[src/rtl/motor_ctl_pkg.sv]
// Shared constants, types and register map of the control-mode block
package motor_ctl_pkg;

  // ----------------------------------------
  // Register offsets (object indices)
  // ----------------------------------------
  localparam logic [15:0] OFS_STORE = 16'h1010;
  localparam logic [15:0] OFS_POLES = 16'h2030;
  localparam logic [15:0] OFS_IMAX = 16'h2031;
  localparam logic [15:0] OFS_IDLE_MS = 16'h2036;
  localparam logic [15:0] OFS_RED_MA = 16'h2037;
  localparam logic [15:0] OFS_CD_MUL = 16'h2057;
  localparam logic [15:0] OFS_CD_DIV = 16'h2058;
  localparam logic [15:0] OFS_FB_CFG = 16'h2f00;
  localparam logic [15:0] OFS_RES_R = 16'h2f01;
  localparam logic [15:0] OFS_RES_L = 16'h2f02;
  localparam logic [15:0] OFS_SUBMODE = 16'h3202;
  localparam logic [15:0] OFS_CTRL = 16'h6040;
  localparam logic [15:0] OFS_STAT = 16'h6041;
  localparam logic [15:0] OFS_TGT_VEL = 16'h6042;
  localparam logic [15:0] OFS_MODE_SEL = 16'h6060;
  localparam logic [15:0] OFS_MODE_ACT = 16'h6061;
  localparam logic [15:0] OFS_HOME_METH = 16'h6098;

  // ----------------------------------------
  // Field positions and codes
  // ----------------------------------------
  localparam int SUB_LOOP_BIT = 0;
  localparam int SUB_CUT_BIT = 3;
  localparam int SUB_BLDC_BIT = 6;
  localparam int CW_SO = 0;
  localparam int CW_EV = 1;
  localparam int CW_QS = 2;
  localparam int CW_EO = 3;
  localparam int ST_FAULT_BIT = 8;
  localparam int ST_RED_BIT = 9;
  localparam int ST_COORD_BIT = 14;
  localparam logic [7:0] MODE_TORQUE = 8'h04;
  localparam logic [7:0] MODE_CST = 8'h0a;
  localparam logic [7:0] MODE_HOMING = 8'h06;
  // Homing-on-block methods are the negative codes -1 .. -4
  localparam logic [7:0] HOME_BLOCK_LO = 8'hfc;

  // ----------------------------------------
  // Reset values
  // ----------------------------------------
  localparam logic [31:0] RST_SUBMODE = 32'h0000_0000;
  localparam logic [7:0] RST_POLES = 8'h32;
  localparam logic [15:0] RST_IMAX = 16'h01f4;
  localparam logic [15:0] RST_IDLE_MS = 16'h03e8;
  localparam logic [15:0] RST_RED_MA = 16'h00fa;
  localparam logic [15:0] RST_CD_RATIO = 16'h0001;

  // ----------------------------------------
  // Timing
  // ----------------------------------------
  localparam int unsigned CLK_PERIOD_NS = 8;
  localparam int unsigned MS_NS = 1000000;
  localparam int unsigned CYC_PER_MS = MS_NS / CLK_PERIOD_NS;

  // ----------------------------------------
  // Types
  // ----------------------------------------
  typedef enum logic [1:0] {PWR_DISABLED, PWR_READY, PWR_ON, PWR_OPEN} pwr_e;

  typedef struct packed {
    logic wr;
    logic rd;
    logic [15:0] addr;
    logic [31:0] wdata;
  } bus_req_s;

  typedef struct packed {
    logic done;
    logic ok;
    logic [7:0] poles;
    logic [31:0] res_r;
    logic [31:0] res_l;
  } setup_s;

  typedef struct packed {
    logic enable;
    logic open_loop;
    logic reduced;
    logic fb_phys;
    logic fb_model;
    logic homing_ok;
    logic mode_fault;
    logic dir;
    logic [15:0] cur_ma;
    logic [7:0] mode_act;
  } drive_s;

  typedef struct packed {
    logic [2:0] sync1;
    logic [2:0] sync2;
    logic step_prev;
    pwr_e pwr;
    logic [15:0] ctrl;
    logic [7:0] mode_sel;
    logic [7:0] mode_act;
    logic [31:0] tgt_vel;
    logic [31:0] submode;
    logic [7:0] poles;
    logic [15:0] imax;
    logic [15:0] idle_set;
    logic [15:0] red_ma;
    logic [15:0] cd_mul;
    logic [15:0] cd_div;
    logic [7:0] home_meth;
    logic [1:0] fb_cfg;
    logic [31:0] res_r;
    logic [31:0] res_l;
    logic coord_bad;
    logic [19:0] ms_div;
    logic [15:0] idle_ms;
    logic reduced;
    logic [31:0] rdata;
    logic [1:0] store;
    drive_s drive;
  } ctl_state_s;

  typedef struct packed {
    logic [16:0] acc;
    logic step;
  } cd_state_s;

endpackage : motor_ctl_pkg

[src/rtl/mode_ctl.sv]
// Control-mode supervision, open-loop current and standstill reduction
//
// Functional notes
// After successful auto setup copy results and request drive and tuning store.
// Master treats coordinates invalid after auto setup and restarts device.
// Velocity test run: mode 2, target speed, then enable operation.
// An all-zero control word stops driving the motor.
// Master reads status after each transfer to confirm acceptance; the master model reads status only at chosen checks.
// Open loop exists for steppers only; brushless runs closed loop.
// Physical and model-based feedback may be combined.
// Torque modes never run while open loop is selected.
// Homing-on-block methods are refused in open loop.
// Master avoids cyclic position or velocity modes in open loop.
// Open loop drives the configured maximum current at every speed; the code cuts to the reduction value at standstill.
// Master clears the loop-select bit to choose open loop.
// Standstill cut bit enables current reduction in open loop.
// Reduction starts only after the programmed idle milliseconds.
// While reduced, current falls to the programmed reduction value.
// Master programs pole pairs from the step angle.
// Master writes maximum current in milliamperes.
// Clock-direction pulses are scaled by multiplier over divider.
// Selected mode takes effect on entering operation enabled; shown separately.
// Mode changes accepted only outside operation enabled.
// Motion restarts idle timer and restores full current at once.
//
// The implementer's own choices: the address map and the strobed register port.
`timescale 1ns/1ps
module mode_ctl #(
  parameter int unsigned CYC_PER_MS = motor_ctl_pkg::CYC_PER_MS
) (
  input wire logic clk_in,
  input wire logic rstn_in,
  input wire logic ce_in,
  input wire motor_ctl_pkg::bus_req_s bus_in,
  output logic [31:0] rdata_out,
  input wire motor_ctl_pkg::setup_s setup_in,
  input wire logic motion_pin_in,
  input wire logic step_pin_in,
  input wire logic dir_pin_in,
  output motor_ctl_pkg::drive_s drive_out,
  output logic [1:0] store_out,
  output logic step_out
);

  motor_ctl_pkg::ctl_state_s st;
  motor_ctl_pkg::ctl_state_s next_st;
  logic step_edge;
  logic motion;
  logic open_loop;
  logic torque_mode;
  logic home_block;
  logic reduce_now;
  logic ms_tick;
  logic [15:0] cw;
  logic [31:0] status;

  // ----------------------------------------
  // Derived conditions
  // ----------------------------------------
  assign step_edge = st.sync2[1] & ~st.step_prev;
  assign motion = st.sync2[0] | step_edge;
  // Loop select is ignored for brushless motors
  assign open_loop = ~st.submode[motor_ctl_pkg::SUB_LOOP_BIT]
                   & ~st.submode[motor_ctl_pkg::SUB_BLDC_BIT];
  assign torque_mode = (st.mode_act == motor_ctl_pkg::MODE_TORQUE)
                     | (st.mode_act == motor_ctl_pkg::MODE_CST);
  assign home_block = (st.mode_act == motor_ctl_pkg::MODE_HOMING)
                    & (st.home_meth >= motor_ctl_pkg::HOME_BLOCK_LO);
  assign ms_tick = (st.ms_div == 20'(CYC_PER_MS - 1));
  assign reduce_now = open_loop & st.submode[motor_ctl_pkg::SUB_CUT_BIT]
                    & ~motion & (st.idle_ms >= st.idle_set);
  assign cw = bus_in.wdata[15:0];

  // ----------------------------------------
  // Status word
  // ----------------------------------------
  always_comb
  begin
    status = 32'h0000_0000;
    unique case (st.pwr)
      motor_ctl_pkg::PWR_DISABLED: status[6:0] = 7'h40;
      motor_ctl_pkg::PWR_READY: status[6:0] = 7'h21;
      motor_ctl_pkg::PWR_ON: status[6:0] = 7'h23;
      motor_ctl_pkg::PWR_OPEN: status[6:0] = 7'h27;
    endcase
    status[motor_ctl_pkg::ST_FAULT_BIT] = st.drive.mode_fault;
    status[motor_ctl_pkg::ST_RED_BIT] = st.reduced;
    status[motor_ctl_pkg::ST_COORD_BIT] = st.coord_bad;
  end

  // ----------------------------------------
  // Next-state logic
  // ----------------------------------------
  always_comb
  begin
    next_st = st;
    next_st.sync1 = {dir_pin_in, step_pin_in, motion_pin_in};
    next_st.sync2 = st.sync1;
    next_st.step_prev = st.sync2[1];
    next_st.store = 2'b00;

    // Register writes
    if (bus_in.wr)
    begin
      unique case (bus_in.addr)
        motor_ctl_pkg::OFS_POLES: next_st.poles = bus_in.wdata[7:0];
        motor_ctl_pkg::OFS_IMAX: next_st.imax = bus_in.wdata[15:0];
        motor_ctl_pkg::OFS_IDLE_MS: next_st.idle_set = bus_in.wdata[15:0];
        motor_ctl_pkg::OFS_RED_MA: next_st.red_ma = bus_in.wdata[15:0];
        motor_ctl_pkg::OFS_CD_MUL: next_st.cd_mul = bus_in.wdata[15:0];
        motor_ctl_pkg::OFS_CD_DIV: next_st.cd_div = bus_in.wdata[15:0];
        motor_ctl_pkg::OFS_FB_CFG: next_st.fb_cfg = bus_in.wdata[1:0];
        motor_ctl_pkg::OFS_SUBMODE: next_st.submode = bus_in.wdata;
        motor_ctl_pkg::OFS_TGT_VEL: next_st.tgt_vel = bus_in.wdata;
        motor_ctl_pkg::OFS_HOME_METH: next_st.home_meth = bus_in.wdata[7:0];
        motor_ctl_pkg::OFS_MODE_SEL:
        begin
          // A running drive keeps its selection
          if (st.pwr != motor_ctl_pkg::PWR_OPEN)
            next_st.mode_sel = bus_in.wdata[7:0];
        end
        motor_ctl_pkg::OFS_CTRL:
        begin
          next_st.ctrl = cw;
          if (cw == 16'h0000 || !cw[motor_ctl_pkg::CW_EV])
            next_st.pwr = motor_ctl_pkg::PWR_DISABLED;
          else if (!cw[motor_ctl_pkg::CW_QS])
            next_st.pwr = motor_ctl_pkg::PWR_DISABLED;
          else if (!cw[motor_ctl_pkg::CW_SO])
            next_st.pwr = motor_ctl_pkg::PWR_READY;
          else if (!cw[motor_ctl_pkg::CW_EO])
          begin
            if (st.pwr != motor_ctl_pkg::PWR_DISABLED)
              next_st.pwr = motor_ctl_pkg::PWR_ON;
          end
          else if (st.pwr == motor_ctl_pkg::PWR_ON
                   || st.pwr == motor_ctl_pkg::PWR_OPEN)
            next_st.pwr = motor_ctl_pkg::PWR_OPEN;
        end
        default: next_st.ctrl = st.ctrl;
      endcase
    end

    // Selected mode becomes the running mode only on entry
    if (next_st.pwr == motor_ctl_pkg::PWR_OPEN && st.pwr != motor_ctl_pkg::PWR_OPEN)
      next_st.mode_act = st.mode_sel;

    // Auto setup results win over a same-cycle register write
    if (setup_in.done && setup_in.ok)
    begin
      next_st.poles = setup_in.poles;
      next_st.res_r = setup_in.res_r;
      next_st.res_l = setup_in.res_l;
      next_st.store = 2'b11;
      // Stays set until restart, homing does not clear it
      next_st.coord_bad = 1'b1;
    end

    // Standstill idle timer in milliseconds
    next_st.ms_div = ms_tick ? 20'h00000 : st.ms_div + 20'h00001;
    if (motion)
    begin
      next_st.ms_div = 20'h00000;
      next_st.idle_ms = 16'h0000;
    end
    else if (ms_tick && st.idle_ms != 16'hffff)
      next_st.idle_ms = st.idle_ms + 16'h0001;
    next_st.reduced = reduce_now;

    // Read data stands for exactly the cycle after the strobe
    next_st.rdata = 32'h0000_0000;
    if (bus_in.rd)
    begin
      unique case (bus_in.addr)
        motor_ctl_pkg::OFS_STORE: next_st.rdata = {30'h0, st.coord_bad, st.coord_bad};
        motor_ctl_pkg::OFS_POLES: next_st.rdata = {24'h0, st.poles};
        motor_ctl_pkg::OFS_IMAX: next_st.rdata = {16'h0, st.imax};
        motor_ctl_pkg::OFS_IDLE_MS: next_st.rdata = {16'h0, st.idle_set};
        motor_ctl_pkg::OFS_RED_MA: next_st.rdata = {16'h0, st.red_ma};
        motor_ctl_pkg::OFS_CD_MUL: next_st.rdata = {16'h0, st.cd_mul};
        motor_ctl_pkg::OFS_CD_DIV: next_st.rdata = {16'h0, st.cd_div};
        motor_ctl_pkg::OFS_FB_CFG: next_st.rdata = {30'h0, st.fb_cfg};
        motor_ctl_pkg::OFS_RES_R: next_st.rdata = st.res_r;
        motor_ctl_pkg::OFS_RES_L: next_st.rdata = st.res_l;
        motor_ctl_pkg::OFS_SUBMODE: next_st.rdata = st.submode;
        motor_ctl_pkg::OFS_CTRL: next_st.rdata = {16'h0, st.ctrl};
        motor_ctl_pkg::OFS_STAT: next_st.rdata = status;
        motor_ctl_pkg::OFS_TGT_VEL: next_st.rdata = st.tgt_vel;
        motor_ctl_pkg::OFS_MODE_SEL: next_st.rdata = {24'h0, st.mode_sel};
        motor_ctl_pkg::OFS_MODE_ACT: next_st.rdata = {24'h0, st.mode_act};
        motor_ctl_pkg::OFS_HOME_METH: next_st.rdata = {24'h0, st.home_meth};
        default: next_st.rdata = 32'h0000_0000;
      endcase
    end

    // ----------------------------------------
    // Drive outputs
    // ----------------------------------------
    next_st.drive.open_loop = open_loop;
    next_st.drive.mode_fault = open_loop & (torque_mode | home_block);
    next_st.drive.enable = (st.pwr == motor_ctl_pkg::PWR_OPEN)
                         & ~next_st.drive.mode_fault;
    next_st.drive.homing_ok = ~(open_loop & home_block);
    next_st.drive.fb_phys = st.fb_cfg[0];
    next_st.drive.fb_model = st.fb_cfg[1];
    next_st.drive.reduced = reduce_now;
    // Open loop ignores load, so full current is applied except during standstill reduction
    next_st.drive.cur_ma = reduce_now ? st.red_ma : st.imax;
    next_st.drive.mode_act = st.mode_act;
    next_st.drive.dir = st.sync2[2];
  end

  always_ff @(posedge clk_in or negedge rstn_in)
  begin
    if (!rstn_in)
    begin
      st <= '0;
      st.pwr <= motor_ctl_pkg::PWR_DISABLED;
      st.submode <= motor_ctl_pkg::RST_SUBMODE;
      st.poles <= motor_ctl_pkg::RST_POLES;
      st.imax <= motor_ctl_pkg::RST_IMAX;
      st.idle_set <= motor_ctl_pkg::RST_IDLE_MS;
      st.red_ma <= motor_ctl_pkg::RST_RED_MA;
      st.cd_mul <= motor_ctl_pkg::RST_CD_RATIO;
      st.cd_div <= motor_ctl_pkg::RST_CD_RATIO;
      st.drive.homing_ok <= 1'b1;
    end
    else if (ce_in)
      st <= next_st;
  end

  // ----------------------------------------
  // Clock-direction scaling
  // ----------------------------------------
  cd_step_scaler u_scaler (
    .clk_in(clk_in),
    .rstn_in(rstn_in),
    .ce_in(ce_in),
    .pulse_in(step_edge),
    .mul_in(st.cd_mul),
    .div_in(st.cd_div),
    .step_out(step_out)
  );

  assign rdata_out = st.rdata;
  assign drive_out = st.drive;
  assign store_out = st.store;
endmodule : mode_ctl

[src/rtl/cd_step_scaler.sv]
// Clock-direction step scaler: emits mul/div output steps per input pulse
`timescale 1ns/1ps
module cd_step_scaler (
  input wire logic clk_in,
  input wire logic rstn_in,
  input wire logic ce_in,
  input wire logic pulse_in,
  input wire logic [15:0] mul_in,
  input wire logic [15:0] div_in,
  output logic step_out
);

  motor_ctl_pkg::cd_state_s st;
  motor_ctl_pkg::cd_state_s next_st;
  logic [16:0] div_eff;
  logic [16:0] acc_add;

  // A zero divider would never drain, so it acts as one
  assign div_eff = (div_in == 16'h0000) ? 17'h00001 : {1'b0, div_in};

  always_comb
  begin
    next_st = st;
    acc_add = st.acc;
    if (pulse_in && (acc_add <= 17'h1ffff - {1'b0, mul_in}))
    begin
      acc_add = acc_add + {1'b0, mul_in};
    end
    // At most one step per cycle; a large ratio drains over later cycles
    next_st.step = (acc_add >= div_eff);
    next_st.acc = next_st.step ? acc_add - div_eff : acc_add;
  end

  always_ff @(posedge clk_in or negedge rstn_in)
  begin
    if (!rstn_in)
      st <= '0;
    else if (ce_in)
      st <= next_st;
  end

  assign step_out = st.step;

endmodule : cd_step_scaler

[config.mk]
export PLATFORM = sky130hd
export DESIGN_NAME = mode_ctl
export DESIGN_NICKNAME = d
export VERILOG_FILES = /design/src/rtl/motor_ctl_pkg.sv /design/src/rtl/mode_ctl.sv /design/src/rtl/cd_step_scaler.sv
export SDC_FILE = /design/constraint.sdc
export NUM_CORES = 1
export LEC_CHECK = 0
export BUFFER_PORTS_ARGS = -buffer_cell sky130_fd_sc_hd__buf_2
export CAP_MARGIN = 20
export CORE_MARGIN = 2
export CORE_UTILIZATION = 54
export CTS_CLUSTER_SIZE = 8
export DETAILED_ROUTE_END_ITERATION = 10
export PLACE_DENSITY = 0.77
export SLEW_MARGIN = 30
export SYNTH_ARGS = -nofsm -noshare
export SYNTH_HDL_FRONTEND = slang
export SYNTH_HIERARCHICAL = 1
export SYNTH_SLANG_ARGS = --single-unit
[constraint.sdc]
create_clock -name clk_in -period 4.51 [get_ports clk_in]
set_clock_uncertainty 0.2 [all_clocks]
set_input_delay 0.902 -clock clk_in [delete_from_list [all_inputs] [get_ports clk_in]]
set_output_delay 0.902 -clock clk_in [all_outputs]
set_load 0.005 [all_outputs]
==> results of run 1 <==
cell type report:
| type | count | area (µm²) |
|---|---|---|
| clock buffer | 97 | 1510 |
| sequential | 387 | 9710 |
| tap | 511 | 639 |
| timing repair buffer | 287 | 1780 |
| fill | 2899 | 13700 |
| clock inverter | 3 | 41.3 |
| multi-input combinational | 1202 | 9690 |
| antenna | 4 | 10.0 |
| inverter | 89 | 334 |
power groups by stage:
stage	Sequential [mW]	Combinational [mW]	Clock [mW]
floorplan	3.88	1.59	0
global placement	3.93	2.18	0
detailed placement	3.94	2.24	0
CTS	3.90	2.36	3.78
global route	3.93	2.99	3.96
finish	3.91	2.75	3.74
state kept, by name (all words and copies together), names as in the netlist:
register           flops
next_st               15
store_out              1
u_scaler/st           17
drive_out             32
rdata_out             32
u_scaler/step_out      1
st                   289
per-stage QoR:
step	total power, mW	setup TNS (ps)
5_1_grt	10.9	-865
2_1_floorplan	5.46	0
6_report	10.4	0
3_3_place_gp	6.12	0
3_5_place_dp	6.19	-2310
4_1_cts	10.0	0
final timing paths:
kind                                   end  cells past startpoint    start  slack, ps
min in group clk_in                st[264]                      2  st[264]        270
max                        u_scaler/st[17]                     20  st[206]         90
min reg2reg                        st[264]                      2  st[264]        270
min                                 st[92]                      1  rstn_in        150
max in group asynchronous          st[137]                      3  rstn_in       2960
max reg2reg                u_scaler/st[17]                     20  st[206]         90
kinds of logic (layout without fill, tap and decap cells):
family / Yosys count / in the layout / share of synthesized area [%]
mux: 280 / 280 / 15.6
flops: 387 / 387 / 47.8
other cells: 0 / 4 / 0
fa+ha+maj: 53 / 53 / 3.34
buf+inv: 260 / 476 / 6.31
compound gates: 373 / 373 / 12.9
simple gates: 455 / 455 / 12.3
xor+xnor: 41 / 41 / 1.77
layout by cell type (no fill, tap or decap), types with 25 or more instances in the layout:
| master | synthesis | final |
|---|---|---|
| clkbuf_16 | 0 | 55 |
| dfrtp_1 | 363 | 363 |
| inv_1 | 89 | 89 |
| buf_4 | 67 | 84 |
| nor2_1 | 91 | 89 |
| a31oi_1 | 25 | 25 |
| buf_2 | 8 | 194 |
| and4_1 | 25 | 25 |
| a221oi_1 | 25 | 25 |
| ha_1 | 51 | 34 |
| nand2_1 | 93 | 91 |
| o21ai_0 | 65 | 62 |
| o22ai_1 | 35 | 34 |
| nand3_1 | 59 | 57 |
| and3_1 | 42 | 42 |
| a21oi_1 | 63 | 56 |
| mux2_2 | 253 | 251 |
| nand4_1 | 31 | 31 |
| clkbuf_1 | 81 | 43 |
timing repair:
item                                    in CTS  in global routing
hold buffers                                 0                  0
buffers inserted                             5                 15
endpoints found under the setup margin      17                 18
pin swaps                                    9                 32
gates cloned                                 0                  1
resized for setup                           19                 42
metal layers:
layer	up-vias	global-route usage, %
met5	-	0
met4	0	11.6
met3	152	6.39
met2	812	47.8
met1	8131	39.8
li1	7121	-
==> impl_metrics.py, run 1 <==
metrics = {
    "run_status": {
        "run_status": "complete, no violations",
    },
    "timing": {
        "setup_viol": 0,
        "setup_slack_ps": 85.8,
        "rsz0062_at_grt": "true",
        "hold_ws_ps": 146,
        "min_period_over_period_pct": 98.1,
        "hold_violations": 0,
        "max_slew.worst_pin.slew_ps": 1100,
        "fmax_ghz": 0.226,
        "fin_crit_ps": 4420,
        "final_max_slew_viol_count": 0,
        "relSlewSlack_pct": 25.0,
    },
    "min_path": {
        "hold_class": "input pin to asynchronous set/reset pin",
    },
    "placed_design": {
        "dp_cells": 2455,
        "post-dp-hpwl_um": 40600,
        "place_area_um2": 21600,
        "place.gp.congestion": 0.948,
        "place_ws_ps": -185,
        "port_buffers": 196,
    },
    "logic_synthesis": {
        "synth_commonest_cells": "dfrtp_1 (363), mux2_2 (253), nand2_1 (93)",
        "synthFlopType": "dfrtp_1",
        "synth_area_um2": 20300,
        "yosys_warnings": 6,
        "synth-edff-count": 0,
        "yosys.area.top_type_share_pct": 44.7,
        "async_reset_ff_share_pct": 100,
        "synth_seq_cells": 387,
        "synth_cell_types": 90,
        "synth.area.top_cells": "dfrtp_1 (45%), mux2_2 (14%), ha_1 (3.1%), dfstp_2 (3.1%), buf_4 (2.5%)",
        "ys_seq_area_share_pct": 47.8,
        "syn_inst": 1849,
        "avgSynthCellArea_um2": 11.0,
        "synth_top_cell_by_area": "dfrtp_1",
        "yosysMostFrequentCell": "dfrtp_1",
        "mappedNetlistNets": 2032,
    },
    "setup_path": {
        "crit_type": "flop to flop",
        "cp_num_buf_inv": 1,
        "slowest_stage": "dfrtp_1",
        "critPathMaxFanout": 4,
        "critPathArrivalTime_ps": 4680,
        "cp_top_family": "compound AO/OA/AOI/OAI gates",
        "crit_chain": "ha_4, nand4_1, nor3_2, and3_1, o21ai_2, nand2_2, nor2_1, a21oi_2, ha_2, inv_1, fa_2, a21oi_2, o22ai_2, o41ai_4, o21ai_2, a21o_1, a2111oi_4, or3_4, a21o_1, nand3_1",
        "crit_path_end_kind": "flop",
        "cp-start-kind": "flop",
        "critical_path_required_ps": 4770,
        "slowest_delay_ps": 420,
    },
    "cts": {
        "cts_root_buf": "clkbuf_16",
        "cts_tree": "yes",
        "cts_buffers": 54,
        "worst_skew_pair.late_latency_ps": 580,
        "clockBufferDepth": 3,
        "path_clk_slew_ps": 60,
        "cts.sinks": 387,
        "htreeDepth": 2,
    },
    "pwr": {
        "switchingPower_mw": 3.12,
        "vdd_drop_max_mv": 0.305,
        "p_clk_share_pct": 36.0,
        "swShare_pct": 30.0,
        "p_comb_share_pct": 26.4,
        "p_leak_nw": 10.9,
        "p_per_area_nw_per_um2": 438,
        "pwr-share-seq_pct": 37.6,
        "power.internal_mw": 7.28,
    },
    "cells_and_area": {
        "drive_above_1_share_pct": 34.4,
        "fin_nets": 2204,
        "instances_no_fill": 2580,
        "finalInstanceArea_um2": 23700,
        "syn_to_final_growth_pct": 16.7,
        "utilization_pct": 63.4,
    },
    "detailed_routing": {
        "via_per_inst": 6.29,
        "highest_layer": "met4",
        "vias": 16216,
        "drt-total-wl_um": 59000,
        "dr.pass1.iters": 9,
        "met2WireLength_um": 27700,
        "dr_wl_met3_um": 5300,
        "wl_per_cell_um": 22.9,
        "drcViolationCount": 0,
        "antenna_left": 0,
        "drt-met1-wl_um": 23800,
        "dr.first_iter.drc_count": 1378,
    },
    "global_routing": {
        "grt_max_degree": 91,
        "antenna_found_initial": 2,
        "grt_usage_pct": 29.8,
        "grt_pass1_vias": 16198,
        "grt_overflow_total": 0,
        "grt_pass1_wl_um": 90700,
    },
    "die": {
        "dieArea_um2": 39200,
        "num_rows": 71,
        "io_pins": 197,
        "start_util_pct": 54.4,
        "fp.dieH_um": 198,
        "core_area_um2": 37400,
        "die_width_um": 198,
    },
    "flow_run": {
        "max_cap_violations": 0,
    },
}
No activity file was read; power rests on OpenSTA's default activity.
==> inputs of run 2 (changes only) <==
--- a/config.mk
+++ b/config.mk
@@ -7,7 +7,7 @@
 export LEC_CHECK = 0
 export BUFFER_PORTS_ARGS = -buffer_cell sky130_fd_sc_hd__buf_2
 export CAP_MARGIN = 20
-export CORE_MARGIN = 2
+export CORE_MARGIN = 3
 export CORE_UTILIZATION = 54
 export CTS_CLUSTER_SIZE = 8
 export DETAILED_ROUTE_END_ITERATION = 10
==> impl_metrics.py, run 2 (same netlist as run 1, synthesis figures left out) <==
metrics = {
    "cells_and_area": {
        "syn_to_final_growth_pct": 15.7,
        "drive_above_1_share_pct": 33.9,
        "final_common_cell": "dfrtp_1",
        "fin_nets": 2191,
        "utilization_pct": 63.8,
        "fillCellCount": 2867,
        "largest_reg_flops": 289,
        "regMostFlops": "st",
        "final_cell_mix": "dfrtp_1 (362), mux2_2 (253), buf_2 (194), nand2_1 (91), nor2_1 (90)",
        "finalInstanceArea_um2": 23500,
    },
    "detailed_routing": {
        "dr.pass1.iters": 9,
        "drt-total-wl_um": 57800,
        "wl_per_cell_um": 22.7,
        "via_per_inst": 6.29,
        "antenna_left": 0,
        "drcViolationCount": 0,
        "vias": 16026,
        "dr.first_iter.drc_count": 1455,
    },
    "pwr": {
        "swShare_pct": 29.8,
        "p_leak_nw": 10.8,
        "vdd_drop_max_mv": 0.346,
        "pwr-share-seq_pct": 38.4,
        "p_per_area_nw_per_um2": 432,
        "switchingPower_mw": 3.03,
        "power.internal_mw": 7.13,
        "p_comb_share_pct": 25.1,
        "p_clk_share_pct": 36.5,
    },
    "timing": {
        "min_period_over_period_pct": 97.1,
        "fin_crit_ps": 4380,
        "setup_viol": 0,
        "relSlewSlack_pct": 37.1,
        "hold_violations": 0,
        "fmax_ghz": 0.228,
        "max_slew.worst_pin.slew_ps": 919,
        "setup_slack_ps": 131,
        "final_max_slew_viol_count": 0,
        "hold_ws_ps": 273,
    },
    "global_routing": {
        "grt_usage_pct": 28.2,
        "antenna_found_initial": 6,
        "grt_pass1_wl_um": 88600,
        "grt_overflow_total": 0,
        "grt_max_degree": 110,
        "grt_pass1_vias": 15933,
    },
    "setup_path": {
        "slowest_stage": "dfrtp_1",
        "crit_type": "flop to flop",
        "r2r_setup_slack_ps": 130,
        "crit_path_end_kind": "flop",
        "critPathMaxFanout": 5,
        "cp_common_cell": "a21oi_2",
        "crit_chain": "ha_4, nand4_1, nor3_2, a211oi_2, o2111ai_2, nand2_2, a21oi_2, ha_2, inv_1, fa_2, a21oi_2, o22ai_2, o41ai_4, o21ai_2, a21o_1, a2111oi_4, or3_4, a41oi_2, nand3_1",
        "critical_path_required_ps": 4830,
        "reg2regPathDepth": 19,
        "cp-start-kind": "flop",
        "slowest_delay_ps": 440,
        "r2r-start": "st[198]",
        "critPathArrivalTime_ps": 4700,
        "reg2reg_to": "u_scaler/st[17]",
    },
    "cts": {
        "htreeDepth": 2,
        "cts_tree": "yes",
        "path_clk_slew_ps": 60,
        "worst_skew_pair.late_latency_ps": 580,
        "clockBufferDepth": 3,
        "cts_buffers": 54,
        "cts.sinks": 387,
        "cts_root_buf": "clkbuf_16",
    },
    "min_path": {
        "hp-start": "st[349]",
        "hold_depth": 2,
        "hold_class": "flop to flop",
        "holdPathEnd": "st[349]",
    },
    "placed_design": {
        "place_ws_ps": -118,
        "place.gp.congestion": 0.998,
        "place_area_um2": 21600,
        "port_buffers": 196,
        "post-dp-hpwl_um": 40600,
    },
    "die": {
        "dieArea_um2": 40000,
        "num_rows": 70,
        "io_pins": 197,
        "start_util_pct": 55.1,
        "core_area_um2": 36900,
        "die_width_um": 200,
        "fp.dieH_um": 200,
    },
    "flow_run": {
        "max_cap_violations": 0,
    },
    "run_status": {
        "run_status": "complete, no violations",
    },
}
[run 2: routing by layer]
metal | up-vias | GRT usage (%) | part of all wire (%)
li1 | 7074 | - | -
met4 | 10 | 10.0 | 3.5
met3 | 164 | 7.25 | 8.8
met1 | 8041 | 38.4 | 41
met5 | - | 0 | 0.093
met2 | 737 | 44.1 | 47
[run 2: final cells by class]
cell class	instances	area [µm²]	share of cell area [%]
Antenna cell	1	2.50	0.0106
Clock buffer	86	1490	6.35
Clock inverter	3	36.3	0.154
Inverter	89	334	1.42
Multi-Input combinational cell	1202	9630	41.0
Sequential cell	387	9720	41.3
Tap cell	504	631	2.68
Timing Repair Buffer	274	1670	7.11
[run 2: timing repair]
action / 4_1_cts / 5_1_grt
gates resized for setup: 9 / 42
pin swaps: 6 / 28
buffers inserted: 0 / 11
endpoints found under the hold margin: 6 / 0
hold buffers: 1 / 0
endpoints found under the setup margin: 17 / 18
[run 2: critical path: cells and delay by family (launching register included)]
| kind | cells | cell delay [ps] |
|---|---|---|
| compound gates | 10 | 1820 |
| fa+ha+maj | 3 | 910 |
| buf+inv | 1 | 60 |
| flops | 1 | 440 |
| simple gates | 5 | 890 |
[run 2: worst max-delay path by stage]
stage | depth (start not counted) | start | endpoint | slack (ps)
final | 19 | st[198] | u_scaler/st[17] | 130
after global routing | 19 | st[198] | u_scaler/st[17] | -70
after CTS | 20 | u_scaler/st[11] | u_scaler/st[17] | 0.6
after detailed placement | 19 | st[197] | u_scaler/st[12] | -120
after global placement | 20 | u_scaler/st[13] | u_scaler/st[17] | 6
after floorplan | 19 | u_scaler/st[13] | u_scaler/st[17] | 110
[run 2: power by group through the flow]
stage	logic, mW	registers, mW	clock network [mW]
6_report	2.55	3.91	3.71
5_1_grt	2.79	3.93	3.90
4_1_cts	2.27	3.89	3.75
3_5_place_dp	2.24	3.94	0
3_3_place_gp	2.17	3.93	0
2_1_floorplan	1.59	3.88	0
[run 2: through the flow]
| step | total power [mW] | cells | setup TNS [ps] |
|---|---|---|---|
| detailed placement | 6.18 | 2444 | -1090 |
| floorplan | 5.46 | 1849 | 0 |
| finish | 10.2 | 2546 | 0 |
| CTS | 9.92 | 2534 | 0 |
| global route | 10.6 | 2546 | -143 |
| global placement | 6.10 | 2444 | 0 |
